[src/rtl/maint_pkg.sv]
package maint_pkg;

    // Clock and time base
    localparam int CLK_HZ = 100_000_000;
    localparam int CYC_PER_MS = CLK_HZ / 1000;

    // Input filter window, in ms
    localparam int FILTER_MS = 20;
    // Quiet time that closes a pulse sequence, in ms
    localparam int IDLE_MS = 150;
    // Test mode supervision time, in s
    localparam int TEST_S = 75;

    localparam int FILTER_CYCLES = FILTER_MS * CYC_PER_MS;
    localparam int IDLE_CYCLES = IDLE_MS * CYC_PER_MS;
    localparam logic [63:0] TEST_CYCLES = 64'(TEST_S) * 64'(CLK_HZ);

    // Pulse counts that select a mode
    localparam logic [3:0] QUIET_PULSES = 4'h6;
    localparam logic [3:0] INS_LOSS_PULSES = 4'h8;
    localparam logic [3:0] NORMAL_PULSES = 4'ha;

    // Edge counter width; saturates well above the largest valid count
    localparam int EDGE_W = 5;
    localparam logic [EDGE_W-1:0] EDGE_MAX = 5'h1f;

    // Interrupt source positions in the status word
    localparam int IRQ_MAINT = 0;
    localparam int IRQ_CMD_IND = 1;
    localparam int IRQ_EOC = 2;
    localparam int IRQ_M4 = 3;
    localparam int IRQ_M56 = 4;
    localparam int NUM_IRQ = 5;

    localparam logic [NUM_IRQ-1:0] IRQ_RESET = 5'h00;
    localparam logic [NUM_IRQ-1:0] MASK_RESET = 5'h00;

    // Maintenance mode indication, two bits
    typedef enum logic [1:0] {
        MODE_NORMAL,
        MODE_QUIET,
        MODE_INS_LOSS
    } maint_mode_t;

endpackage

[src/rtl/loop_maintenance_decoder.sv]
// How it works
// - Maintenance input filtered over 20 ms before any counting.
// - Pulses counted by level changes, so either polarity works.
// - Valid count forces transceiver state and raises an interrupt.
// - Selected maintenance mode shown on a two-bit output.
// - Valid sequences act in every transceiver state, power-down too.
// - Test mode lasts 75 s, then back to normal operation.
// - Another six- or eight-pulse sequence during the test restarts the full timer.
// - Six pulses: quiet mode, transceiver reset, timer started.
// - Eight pulses: insertion loss, transceiver transparent, timer started.
// - Ten pulses: normal operation, transceiver reset, timer not started.
// - Other counts ignored, transceiver left alone.
// - Masked sources neither read back nor request an interrupt.
// - Reading the status word clears it.
// - Read clears events before the request; later ones stay pending.
// - After the read, next unmasked pending event requests again.
// - Mask change after second request exposes collected events.
`timescale 1ns/1ns
module loop_maintenance_decoder
    import maint_pkg::*;
#(
    parameter int FILTER_LEN = FILTER_CYCLES,
    parameter int IDLE_LEN = IDLE_CYCLES,
    parameter logic [63:0] TEST_LEN = TEST_CYCLES
) (
    input wire logic sys_clk,
    input wire logic rst,
    input wire logic maint_pulse_in,
    input wire logic u_cmd_ind_change_src,
    input wire logic embedded_ops_rx_src,
    input wire logic maint_bit4_rx_src,
    input wire logic maint_bit56_rx_src,
    input wire logic [NUM_IRQ-1:0] u_irq_mask,
    input wire logic status_rd,
    output logic [NUM_IRQ-1:0] u_irq_status_q,
    output logic irq_q,
    output logic [1:0] maint_mode_q,
    output logic test_active_q,
    output logic u_goto_reset_q,
    output logic u_goto_transparent_q
);
    localparam int IW = $clog2(IDLE_LEN + 1);
    localparam logic [IW-1:0] IDLE_LAST = IW'(IDLE_LEN - 1);
    localparam logic [63:0] TEST_LAST = TEST_LEN - 64'h1;

    typedef struct packed {
        logic valid;
        maint_mode_t mode;
    } decode_t;

    // Sequence decode from half the edge count
    function automatic decode_t decode_count(input logic [EDGE_W-2:0] pulses);
        decode_t r;
        r.valid = 1'b1;
        r.mode = MODE_NORMAL;
        if (pulses == QUIET_PULSES) begin
            r.mode = MODE_QUIET;
        end else if (pulses == INS_LOSS_PULSES) begin
            r.mode = MODE_INS_LOSS;
        end else if (pulses != NORMAL_PULSES) begin
            r.valid = 1'b0;
        end
        return r;
    endfunction

    logic level;
    logic level_prev_q;
    logic [EDGE_W-1:0] edges_q;
    logic [IW-1:0] idle_q;
    logic eval;
    decode_t dec;
    logic [63:0] timer_q;
    logic expire;
    logic maint_event_q;
    maint_mode_t mode_q;
    logic [NUM_IRQ-1:0] events;

    pulse_filter #(
        .FILTER_LEN(FILTER_LEN)
    ) u_filter (
        .sys_clk(sys_clk),
        .rst(rst),
        .raw_in(maint_pulse_in),
        .level_q(level)
    );

    assign eval = (edges_q != '0) && (level == level_prev_q) && (idle_q == IDLE_LAST);
    assign dec = decode_count(edges_q[EDGE_W-1:1]);
    assign expire = test_active_q && (timer_q == TEST_LAST);

    // every level change counts, either polarity, until edges_q saturates at EDGE_MAX
    always_ff @(posedge sys_clk) begin
        if (rst) begin
            level_prev_q <= 1'b0;
            edges_q <= '0;
        end else begin
            level_prev_q <= level;
            if (eval) begin
                edges_q <= '0;
            end else if (level != level_prev_q && edges_q != EDGE_MAX) begin
                edges_q <= edges_q + 1'b1;
            end
        end
    end

    // Idle gap counter, restarted by any edge
    always_ff @(posedge sys_clk) begin
        if (rst) begin
            idle_q <= '0;
        end else if (level != level_prev_q || edges_q == '0 || eval) begin
            idle_q <= '0;
        end else begin
            idle_q <= idle_q + 1'b1;
        end
    end

    always_ff @(posedge sys_clk) begin
        if (rst) begin
            timer_q <= '0;
            test_active_q <= 1'b0;
        end else if (eval && dec.valid) begin
            // restart on a new valid sequence
            timer_q <= '0;
            test_active_q <= (dec.mode != MODE_NORMAL);
        end else if (expire) begin
            timer_q <= '0;
            test_active_q <= 1'b0;
        end else if (test_active_q) begin
            timer_q <= timer_q + 64'h1;
        end
    end

    always_ff @(posedge sys_clk) begin
        if (rst) begin
            mode_q <= MODE_NORMAL;
        end else if (eval && dec.valid) begin
            mode_q <= dec.mode;
        end else if (expire) begin
            mode_q <= MODE_NORMAL;
        end
    end

    assign maint_mode_q = mode_q;

    always_ff @(posedge sys_clk) begin
        if (rst) begin
            u_goto_reset_q <= 1'b0;
            u_goto_transparent_q <= 1'b0;
        end else begin
            u_goto_reset_q <= (eval && dec.valid && dec.mode != MODE_INS_LOSS) ||
                (expire && !(eval && dec.valid));
            u_goto_transparent_q <= eval && dec.valid && dec.mode == MODE_INS_LOSS;
        end
    end

    // valid decode or expiry reports an event
    always_ff @(posedge sys_clk) begin
        if (rst) begin
            maint_event_q <= 1'b0;
        end else begin
            maint_event_q <= (eval && dec.valid) || expire;
        end
    end

    always_comb begin
        events = '0;
        events[IRQ_MAINT] = maint_event_q;
        events[IRQ_CMD_IND] = u_cmd_ind_change_src;
        events[IRQ_EOC] = embedded_ops_rx_src;
        events[IRQ_M4] = maint_bit4_rx_src;
        events[IRQ_M56] = maint_bit56_rx_src;
    end

    u_irq_ctrl #(
        .N(NUM_IRQ)
    ) u_irq (
        .sys_clk(sys_clk),
        .rst(rst),
        .event_in(events),
        .u_irq_mask(u_irq_mask),
        .status_rd(status_rd),
        .u_irq_status_q(u_irq_status_q),
        .irq_q(irq_q)
    );
endmodule

[src/rtl/pulse_filter.sv]
`timescale 1ns/1ns
module pulse_filter
    import maint_pkg::*;
#(
    parameter int FILTER_LEN = FILTER_CYCLES
) (
    input wire logic sys_clk,
    input wire logic rst,
    input wire logic raw_in,
    output logic level_q
);
    localparam int CW = $clog2(FILTER_LEN + 1);
    localparam logic [CW-1:0] LAST = CW'(FILTER_LEN - 1);

    logic sync1_q;
    logic sync2_q;
    logic [CW-1:0] cnt_q;

    always_ff @(posedge sys_clk) begin
        if (rst) begin
            sync1_q <= 1'b0;
            sync2_q <= 1'b0;
        end else begin
            sync1_q <= raw_in;
            sync2_q <= sync1_q;
        end
    end

    always_ff @(posedge sys_clk) begin
        if (rst) begin
            cnt_q <= '0;
            level_q <= 1'b0;
        end else if (sync2_q == level_q) begin
            cnt_q <= '0;
        end else if (cnt_q == LAST) begin
            cnt_q <= '0;
            level_q <= sync2_q;
        end else begin
            cnt_q <= cnt_q + 1'b1;
        end
    end
endmodule

[src/rtl/u_irq_ctrl.sv]
`timescale 1ns/1ns
module u_irq_ctrl
    import maint_pkg::*;
#(
    parameter int N = NUM_IRQ
) (
    input wire logic sys_clk,
    input wire logic rst,
    input wire logic [N-1:0] event_in,
    input wire logic [N-1:0] u_irq_mask,
    input wire logic status_rd,
    output logic [N-1:0] u_irq_status_q,
    output logic irq_q
);
    // Events flagged before the request, and those collected after it
    logic [N-1:0] before_q;
    logic [N-1:0] after_q;

    always_ff @(posedge sys_clk) begin
        if (rst) begin
            before_q <= IRQ_RESET;
            after_q <= IRQ_RESET;
        end else if (status_rd) begin
            before_q <= after_q | event_in;
            after_q <= IRQ_RESET;
        end else if (irq_q) begin
            after_q <= after_q | event_in;
        end else begin
            before_q <= before_q | event_in;
        end
    end

    always_ff @(posedge sys_clk) begin
        if (rst) begin
            u_irq_status_q <= IRQ_RESET;
        end else if (status_rd) begin
            u_irq_status_q <= before_q & ~u_irq_mask;
        end
    end

    always_ff @(posedge sys_clk) begin
        if (rst) begin
            irq_q <= 1'b0;
        end else if (status_rd) begin
            irq_q <= 1'b0;
        end else if (!irq_q) begin
            irq_q <= |(before_q & ~u_irq_mask);
        end
    end
endmodule

[config.mk]
export PLATFORM = sky130hd
export DESIGN_NAME = loop_maintenance_decoder
export DESIGN_NICKNAME = d
export VERILOG_FILES = /design/src/rtl/maint_pkg.sv /design/src/rtl/loop_maintenance_decoder.sv /design/src/rtl/pulse_filter.sv /design/src/rtl/u_irq_ctrl.sv
export SDC_FILE = /design/constraint.sdc
export NUM_CORES = 1
export LEC_CHECK = 0
export BUFFER_PORTS_ARGS = -buffer_cell sky130_fd_sc_hd__buf_2
export CORE_MARGIN = 10
export CORE_UTILIZATION = 30
export CTS_CLUSTER_SIZE = 14
export DETAILED_ROUTE_END_ITERATION = 16
export GPL_TIMING_DRIVEN = 0
export MAX_ROUTING_LAYER = met4
export PLACE_DENSITY = 0.43
export SLEW_MARGIN = 15
export SYNTH_ARGS = -nofsm -noshare
export SYNTH_HDL_FRONTEND = slang
export SYNTH_SLANG_ARGS = --single-unit
[constraint.sdc]
create_clock -name sys_clk -period 2.2 [get_ports sys_clk]
set_input_delay 0.66 -clock sys_clk [delete_from_list [all_inputs] [get_ports sys_clk]]
set_output_delay 0.66 -clock sys_clk [all_outputs]
set_load 0.02 [all_outputs]
==> key figures, run 1 <==
Run status
  – Status: finished, violations left
  – Failing checks: setup timing

Timing
  – Final hold slack: 450 ps
  – Max Transition Viols Final: 0
  – Peak Freq: approximately 0.40 GHz
  – Endpoints failing hold: 0
  – Clk_skew: approximately 8.5 ps
  – Max transition margin: roughly two fifths
  – Final Setup Violations: 70
  – Setup TNS Final: -17600 ps
  – Unrepaired setup endpoints after global routing: true
  – Slew @ Worst Pin: approximately 870 ps
  – Final worst-path cycle share: 114%
  – Crit path time final: roughly 2500 ps
  – Setup ws final: -313 ps

Detailed routing
  – ANT nets after route: 0
  – Router iterations before antenna repair: 4
  – DR iter-0 viols: 167
  – DRC Markers: 0
  – Vias: 5039
  – Wirelength per Cell: about 14 um
  – Vias per cell: roughly 4.7
  – WL final: between 10 and 15 mm

Global route
  – Total gr overflow: 0
  – Number of global-route vias before repair: 5137
  – First-pass GRT wire length: ~25 mm
  – Initial antenna violation count: 0
  – GRT Overall Usage: about an eighth
  – Largest net degree at the start of global routing: 17

Pwr
  – Sw Pwr: approximately 1300 uW
  – Leak Pwr: between 0.002 and 0.003 uW
  – Total power: ~5500 uW
  – VDD IR max: around 0.46 mV
  – Clock power share: between 50 and 60%
  – Power share of the sequential group: 46.2%
  – Pwr/cell area: 708 mW/mm^2
  – Sw Share: a little under a quarter
  – P_int: between 4000 and 5000 uW
  – Gate power share: about 2.8%

Clock tree
  – Clk pin slew, worst setup/hold paths: 60 ps
  – CTS buffer count: 17
  – H-tree Lvls: 4
  – Max Buffers Root-to-Sink: 2
  – CTS root buf: clkbuf_16
  – Worst-skew pair later-pin latency: roughly 420 ps
  – CTS tree: done
  – Clock sink total: 140

Layout
  – Nets: 816
  – Antenna diodes: 0
  – Area grow syn2layout: 24.9%
  – Share of cells above drive strength 1: about 18%

Setup path
  – Worst path arrival time: around 2800 ps
  – Worst R2R End: timer_q[53]$_SDFFE_PP0P_
  – R2R cell count: 9
  – CP Launch Point: idle_q[4]$_SDFF_PP0_
  – Worst setup SP type: flop
  – Crit path capture type: flop
  – R2R setup slack: -310 ps
  – Crit Path Class: reg2reg
  – Worst reg2reg path startpoint: idle_q[4]$_SDFF_PP0_
  – Crit path max fanout: 6
  – Data required time of the critical path: 2510 ps
  – End point of the critical path: timer_q[53]$_SDFFE_PP0P_

Synth
  – Yosys reg bits: 140
  – Leading area contributor after synthesis: dfxtp_1
  – Yosys warns: 0
  – Share of the synthesized area in the top cell type: 44.8%
  – Top area cells in the synthesized netlist: dfxtp_1, nor2_1, xnor2_1, xor2_1, nand3_1
  – EDFF count, synth: 0
  – Count leader, synth: nor2_1
  – Avg Synthesized Cell Area: roughly 8.5 um^2
  – Synth Cell Area: approximately 0.0063 mm^2
  – Synth cell types: 40
  – Synth Flop Type: dfxtp_1
  – Mapped Cells: 736
  – Net Count, Synth: about 760
  – Most frequent cells after synthesis: nor2_1, dfxtp_1, xnor2_1
  – Async set-or-reset flop fraction in the synthesized netlist: 0%
  – Sequential share of the synthesized area: around 45%

Die
  – Starting density of the core: a little under a third
  – IO Count: 24
  – Die Footprint: 0.0270 mm^2
  – FP Rows: 52
  – Die Ht: roughly 160 um
  – Die span in x: 164 um
  – CORE AREA: between 0.02 and 0.025 mm^2

Placed design
  – DP HPWL: ~10 mm
  – Port Buffers: 23
  – Routability Congestion: between 0.7 and 0.8

Min path
  – Hold WC Path Type: in2reg
  – Hold Crit Start: maint_pulse_in

Flow run
  – # Max-Cap Violations: 0
==> critical path: stages (launching register included) <==
cell and delay, ps:
dfxtp_4 350, nand2_2 40, or4_1 460, or4_4 540, or2_4 260, o311ai_4 260
buf_6 180, buf_12 130, clkbuf_16 140, nor2_1 30
==> metrics by stage <==
| step | cells | setup WS (ps) | util (%) | cell area, um^2 |
|---|---|---|---|---|
| floorplan | 736 | -127 | - | 6300 |
| global placement | 1029 | -709 | 33.2 | 6750 |
| detailed placement | 1029 | -699 | 33.2 | 6750 |
| CTS | 1077 | -377 | 37.5 | 7630 |
| global route | 1080 | -377 | 38.4 | 7810 |
| finish | 1080 | -313 | 38.4 | 7810 |
==> worst min-delay path by stage <==
stage | cells after the start | end | slack [ps]
2_1_floorplan | 1 | u_filter.sync2_q$_SDFF_PP0_ | 410
3_3_place_gp | 2 | maint_mode_q[1]$_SDFFE_PP0P_ | 440
3_5_place_dp | 2 | maint_mode_q[1]$_SDFFE_PP0P_ | 440
4_1_cts | 2 | u_filter.sync1_q$_SDFF_PP0_ | 430
5_1_grt | 2 | u_filter.sync1_q$_SDFF_PP0_ | 460
6_report | 2 | u_filter.sync1_q$_SDFF_PP0_ | 450
==> timing repair <==
action / 4_1_cts / 5_1_grt
endpoints found under the setup margin: 110 / 115
pin swaps: 11 / 6
setup buffers: 14 / 4
gates cloned: 2 / 1
hold buffers: 0 / 0
resized for setup: 27 / 47
==> power by group through the flow <==
stage / clock network (uW) / registers (uW) / logic, uW
6_report: 2820 / 2560 / 157
5_1_grt: 3020 / 2560 / 173
4_1_cts: 2910 / 2560 / 152
3_5_place_dp: 0 / 2620 / 115
3_3_place_gp: 0 / 2620 / 114
2_1_floorplan: 0 / 2620 / 68.5
==> cell families (layout without fill, tap and decap cells) <==
logic type	count (synthesis)	count (layout)	share of synthesized area [%]
fa+ha+maj	6	6	1.20
xor+xnor	107	107	15.0
mux	5	5	0.800
simple gates	398	398	31.2
flops	140	140	44.8
compound gates	35	35	3.78
buf+inv	45	119	3.24
==> layout make-up <==
| class | instances | area [um^2] |
|---|---|---|
| Clock inverter | 15 | 155 |
| Buffer | 18 | 134 |
| Sequential cell | 140 | 2820 |
| Clock buffer | 17 | 425 |
| Fill cell | 2052 | 12600 |
| Inverter | 25 | 93.8 |
| Multi-Input combinational cell | 551 | 3470 |
| Tap cell | 270 | 338 |
| Timing Repair Buffer | 44 | 375 |
==> layer usage <==
| layer | share of wire, % | global-route usage [%] |
|---|---|---|
| met1 | 49 | 14.4 |
| met2 | 47 | 18.7 |
| met3 | 3.0 | 2.71 |
| met4 | 1.2 | 4.35 |
| met5 | 0 | - |
==> state kept, by name, indices dropped and copies added, names as in the netlist, 2 cells and up <==
name	flops
edges_q	5
idle_q	24
u_irq.before_q	5
maint_mode_q	2
timer_q	64
u_irq.u_irq_status_q	5
u_irq.after_q	5
u_filter.cnt_q	21
==> cells in the final DEF (no fill, tap or decap), types with 19 or more instances in the layout <==
cell | Yosys | routed
nor2_1 | 157 | 138
dfxtp_1 | 140 | 132
xnor2_1 | 55 | 55
xor2_1 | 52 | 52
nand2_1 | 52 | 49
nand3_1 | 43 | 41
nand4_1 | 30 | 30
inv_1 | 25 | 25
buf_2 | 3 | 23
nor3_1 | 21 | 21
nor4_1 | 24 | 19
No activity file was read; power rests on OpenSTA's default activity.
==> inputs of run 2 (changes only) <==
- PLACE_DENSITY: 0.43 -> 0.42
- SETUP_SLACK_MARGIN: not set -> 0.15
- clock period: 2.2 -> 2.5 ns (I/O delays scaled with it)
==> key figures, run 2 (synthesized netlist as in run 1, its figures left out) <==
Global route
  – Largest net degree at the start of global routing: 17
  – Total gr overflow: 0
  – GRT Overall Usage: roughly an eighth
  – Number of global-route vias before repair: about 5000
  – Initial antenna violation count: 0
  – First-pass GRT wire length: between 20 and 30 mm

Layout
  – Max FFs per register: 64
  – Most frequent cells in the layout: nor2_1, dfxtp_1, xnor2_1
  – Filler instances: about 2100
  – Antenna diodes: 0
  – Reg with most FFs: timer_q
  – Biggest regs: timer_q x64, idle_q x24, u_filter.cnt_q x21
  – Storage cell area: roughly 0.0028 mm^2
  – Nets: approximately 820
  – Finished Cell Area: approximately 0.008 mm^2
  – Commonest non-fill, non-tap cell in the layout: nor2_1
  – Share of cells above drive strength 1: 18.1%
  – Area grow syn2layout: 25.2%
  – Area of the multi-input gates: 0.00349 mm^2

Detailed routing
  – Router iterations before antenna repair: 4
  – WL final: 15.1 mm
  – Vias per cell: 4.80
  – DRC Markers: 0
  – DR iter-0 viols: 255
  – Wirelength per Cell: 14.0 um
  – ANT nets after route: 0
  – Vias: about 5200

Setup path
  – Crit path capture type: flop
  – Data required time of the critical path: 2820 ps
  – Worst setup SP type: flop
  – Worst path arrival time: between 2000 and 3000 ps
  – Crit path max fanout: 5
  – Crit Path Class: reg2reg

Die
  – Die Ht: about 160 um
  – FP Rows: 52
  – CORE AREA: roughly 0.020 mm^2
  – Die Footprint: 0.0270 mm^2
  – IO Count: 24
  – Die span in x: about 160 um
  – Starting density of the core: 30.7%

Clock tree
  – CTS tree: done
  – Hold-fix buffers, CTS: 0
  – Clk pin slew, worst setup/hold paths: ~70 ps
  – Clock sink total: 140
  – Max Buffers Root-to-Sink: 2
  – Worst-skew pair later-pin latency: between 400 and 500 ps
  – H-tree Lvls: 4
  – CTS buffer count: 17
  – CTS root buf: clkbuf_16

Timing
  – Slew @ Worst Pin: ~880 ps
  – Peak Freq: around 0.40 GHz
  – Setup ws final: -18.3 ps
  – Setup TNS Final: -149 ps
  – Unrepaired setup endpoints after global routing: true
  – Final worst-path cycle share: 101%
  – Final Setup Violations: 17
  – Max Transition Viols Final: 0
  – Clk_skew: 11.5 ps
  – Crit path time final: between 2000 and 3000 ps
  – Endpoints failing hold: 0
  – Max transition margin: 40.3%

Flow run
  – # Max-Cap Violations: 0

Pwr
  – Pwr/cell area: ~620 mW/mm^2
  – VDD IR max: between 0.4 and 0.5 mV
  – Leak Pwr: between 0.002 and 0.003 uW

Placed design
  – Area post-placement: between 0.006 and 0.007 mm^2
  – DP HPWL: 10.5 mm
  – Routability Congestion: between 0.8 and 0.9
  – Pre-CTS worst setup slack: -368 ps
  – Port Buffers: 23

Run status
  – Status: finished, violations left
  – Failing checks: setup timing

Min path
  – Hold WC Path Type: reg2reg
-- run 2: per-layer routing --
| layer | part of all wire (%) | track usage [%] | vias to the layer above |
|---|---|---|---|
| li1 | - | - | 2650 |
| met1 | 49 | 15.0 | 2466 |
| met2 | 46 | 18.3 | 66 |
| met3 | 2.8 | 3.49 | 17 |
| met4 | 1.2 | 3.58 | 0 |
| met5 | 0 | - | - |
-- run 2: path summary, 6_finish.rpt --
kind	cells after the start	end	startpoint	slack (ps)
max reg2reg	9	timer_q[4]$_SDFFE_PP0P_	idle_q[13]$_SDFF_PP0_	-20
min reg2reg	1	u_filter.sync2_q$_SDFF_PP0_	u_filter.sync1_q$_SDFF_PP0_	450
max	9	timer_q[4]$_SDFFE_PP0P_	idle_q[13]$_SDFF_PP0_	-20
min	1	u_filter.sync2_q$_SDFF_PP0_	u_filter.sync1_q$_SDFF_PP0_	450
-- run 2: what timing repair did --
action | in CTS | in global routing
pin swaps | 18 | 14
endpoints found under the setup margin | 79 | 82
gates resized for setup | 36 | 39
cloned | 3 | 1
setup buffers | 15 | 3
-- run 2: area by class of cell --
type	count	area share, %
Sequential cell	140	35.9
Inverter	25	1.20
Clock buffer	17	5.43
Timing Repair Buffer	45	4.94
Buffer	20	1.71
Multi-Input combinational cell	551	44.5
Tap cell	270	4.31
Clock inverter	15	1.95
-- run 2: through the flow --
stage               instances  util, %  total power (uW)  hold WS, ps
CTS                      1079     37.6              4960          445
detailed placement       1029     33.1              2400          427
global placement         1029     33.1              2400          432
finish                   1083     38.5              4880          453
floorplan                 736        -              2360          407
global route             1083     38.5              5070          475
-- run 2: where the power goes --
part           total [uW]  internal, uW  switching, uW  leakage (uW)
Clock                2480          1410           1080      0.000284
Combinational         145          68.7           76.7       0.00112
Sequential           2250          2240           10.5       0.00113
Total                4880          3720           1170       0.00254
-- run 2: worst max-delay path: stages, from the launching register on --
cell and delay, ps:
dfxtp_2 340, nand2_2 60, or4_1 460, or4_4 550, or2_4 260, o311ai_4 260
buf_6 190, buf_6 120, clkbuf_16 140, nor2_2 40
==> inputs of run 3 (changes only) <==
- SYNTH_HIERARCHICAL: not set -> 1
==> key figures, run 3 <==
Timing
  – Setup ws final: -74.5 ps
  – Slew @ Worst Pin: about 670 ps
  – Crit path time final: approximately 2600 ps
  – Final worst-path cycle share: 103%
  – Max Transition Viols Final: 0
  – Peak Freq: around 0.4 GHz
  – Clk_skew: between 8 and 9 ps
  – Final Setup Violations: 5
  – Unrepaired setup endpoints after global routing: true
  – Endpoints failing hold: 0
  – Max transition margin: 54.9%

Synth
  – Synth Cell Area: 0.00642 mm^2
  – Avg Synthesized Cell Area: 8.58 um^2
  – Top area cells in the synthesized netlist: dfxtp_1, nor2_1, xnor2_1, xor2_1, nand4_1
  – Yosys warns: 6
  – Synth cell types: 55
  – Most frequent cells after synthesis: dfxtp_1, nor2_1, a21oi_1
  – Count leader, synth: dfxtp_1
  – Net Count, Synth: 767
  – Share of the synthesized area in the top cell type: between 40% and 50%
  – Leading area contributor after synthesis: dfxtp_1
  – EDFF count, synth: 0
  – Mapped Cells: 748
  – Async set-or-reset flop fraction in the synthesized netlist: 0%
  – Synth Flop Type: dfxtp_1
  – Sequential share of the synthesized area: about 44%
  – Yosys reg bits: 140

Clock tree
  – Worst-skew pair later-pin latency: about 430 ps
  – H-tree Lvls: 4
  – CTS root buf: clkbuf_16
  – CTS buffer count: 17
  – Clk pin slew, worst setup/hold paths: about 60 ps
  – Clock sink total: between 100 and 150
  – CTS tree: done
  – Max Buffers Root-to-Sink: 2
  – Hold-fix buffers, CTS: 0

Setup path
  – Worst path arrival time: 2880 ps
  – CP Launch Point: timer_q[8]$_SDFFE_PP0P_
  – Stages on worst setup path: 8
  – Ordered list of cells on the worst path: nand4_4, or4_4, buf_6, or4b_4, clkbuf_16, buf_4, o31ai_1, a21oi_2
  – Data required time of the critical path: 2810 ps
  – Crit Path Class: reg2reg
  – Worst reg2reg path startpoint: timer_q[8]$_SDFFE_PP0P_
  – WP buf/inv: 3
  – Crit path capture type: flop
  – Delay-heaviest family, CP: simple AND/OR/NAND/NOR gates
  – R2R setup slack: -70 ps
  – R2R cell count: 8
  – Worst R2R End: timer_q[59]$_SDFFE_PP0P_
  – Critical Path Max Stage Delay: ~560 ps
  – Crit path max fanout: 6
  – Slowest CP cell: or4_4
  – Worst setup SP type: flop

Die
  – FP Rows: 53
  – Die Footprint: between 0.02 and 0.03 mm^2
  – Die span in x: 166 um
  – IO Count: 24
  – CORE AREA: 0.0210 mm^2
  – Die Ht: ~170 um
  – Starting density of the core: between 30% and 40%

Detailed routing
  – Vias per cell: 4.99
  – ANT nets after route: 0
  – Router iterations before antenna repair: 5
  – DR iter-0 viols: about 300
  – WL final: about 17 mm
  – Vias: 5622
  – Wirelength per Cell: ~15 um
  – DRC Markers: 0

Placed design
  – Port Buffers: 22
  – Area post-placement: roughly 0.007 mm^2
  – Routability Congestion: 0.787
  – DP HPWL: between 10 and 15 mm

Global route
  – Largest net degree at the start of global routing: 17
  – Total gr overflow: 0
  – GRT Overall Usage: approximately 12%
  – First-pass GRT wire length: 27.8 mm
  – Number of global-route vias before repair: approximately 5500
  – Initial antenna violation count: 0

Layout
  – Max FFs per register: 64
  – Antenna diodes: 0
  – Reg with most FFs: timer_q
  – Final core occ: between 30 and 40%
  – Finished Cell Area: around 0.0084 mm^2
  – Biggest regs: timer_q x64, idle_q x24, u_filter/cnt_q x21
  – Area grow syn2layout: 30.9%
  – Nets: about 860
  – Commonest non-fill, non-tap cell in the layout: dfxtp_1
  – Most frequent cells in the layout: dfxtp_1, nor2_1, buf_4
  – Share of cells above drive strength 1: between 20% and 30%

Run status
  – Status: finished, violations left
  – Failing checks: setup timing

Min path
  – Hold EP: u_filter/sync2_q$_SDFF_PP0_
  – WHS Path Cells: 1
  – Hold WC Path Type: reg2reg
  – Hold Crit Start: u_filter/sync1_q$_SDFF_PP0_

Pwr
  – Leak Pwr: about 0.0029 uW
  – P_int: between 4000 and 5000 uW
  – Gate power share: under 10%
  – Sw Pwr: ~1100 uW
  – Power share of the sequential group: about 43%
  – Total power: roughly 5200 uW
  – Clock power share: 54.8%
  – Sw Share: 20.5%
  – Pwr/cell area: between 600 and 700 mW/mm^2
  – VDD IR max: approximately 0.38 mV

Flow run
  – # Max-Cap Violations: 0
## run 3: logic make-up after synthesis
group | Yosys count | share of synthesized area (%)
fa+ha+maj | 6 | 1.17
buf+inv | 49 | 3.49
simple gates | 370 | 31.2
xor+xnor | 75 | 10.2
mux | 4 | 0.624
compound gates | 104 | 9.63
flops | 140 | 43.7
## run 3: how the worst max path moves through the flow
stage          slack, ps                       end
2_1_floorplan          7  timer_q[61]$_SDFFE_PP0P_
3_3_place_gp        -560  timer_q[60]$_SDFFE_PP0P_
3_5_place_dp        -610  timer_q[60]$_SDFFE_PP0P_
4_1_cts              -50  timer_q[55]$_SDFFE_PP0P_
5_1_grt             -180  timer_q[59]$_SDFFE_PP0P_
6_report             -70  timer_q[59]$_SDFFE_PP0P_
## run 3: layout make-up
| cell class | count | area (um^2) |
|---|---|---|
| well taps | 275 | 344 |
| plain buffers | 24 | 290 |
| fillers | 2088 | 12600 |
| clock inverters | 10 | 185 |
| flip-flops and latches | 140 | 2860 |
| clock buffers | 22 | 484 |
| multi-input cells | 559 | 3600 |
| repair buffers | 72 | 549 |
| inverters | 25 | 93.8 |
## run 3: what timing repair did
item / CTS / global route
buffers inserted: 40 / 9
endpoints found under the setup margin: 92 / 90
gates resized for setup: 82 / 38
cloned: 0 / 1
pin swaps: 14 / 11
## run 3: worst register-to-register path, stage by stage, from the launching register on
cell       delay (ps)
dfxtp_4           360
nand4_4           130
or4_4             560
buf_6             150
or4b_4            540
clkbuf_16         190
buf_4             160
o31ai_1           290
a21oi_2            80
## run 3: power by group through the flow
stage | clock [uW] | sequential, uW | combinational [uW]
floorplan | 0 | 2300 | 60.7
global placement | 0 | 2300 | 103
detailed placement | 0 | 2300 | 104
CTS | 2950 | 2240 | 126
global route | 3040 | 2250 | 138
finish | 2870 | 2250 | 126
## run 3: metal layers
metal  wire length (um)  vias up  GRT usage [%]
li1                   -     2864              -
met5                  0        -              -
met2               8300       53           20.3
met4                224        0           4.54
met3                432       16           2.79
met1               8010     2689           14.8
## run 3: stage by stage
step / instances / hold slack [ps] / TNS, ps / worst slack, ps
6_report: 1127 / 440 / -207 / -74.5
5_1_grt: 1127 / 466 / -839 / -175
4_1_cts: 1117 / 449 / -170 / -45.1
3_5_place_dp: 1045 / 429 / -22810 / -609
3_3_place_gp: 1045 / 421 / -23580 / -564
2_1_floorplan: 748 / 414 / 0 / 6.57
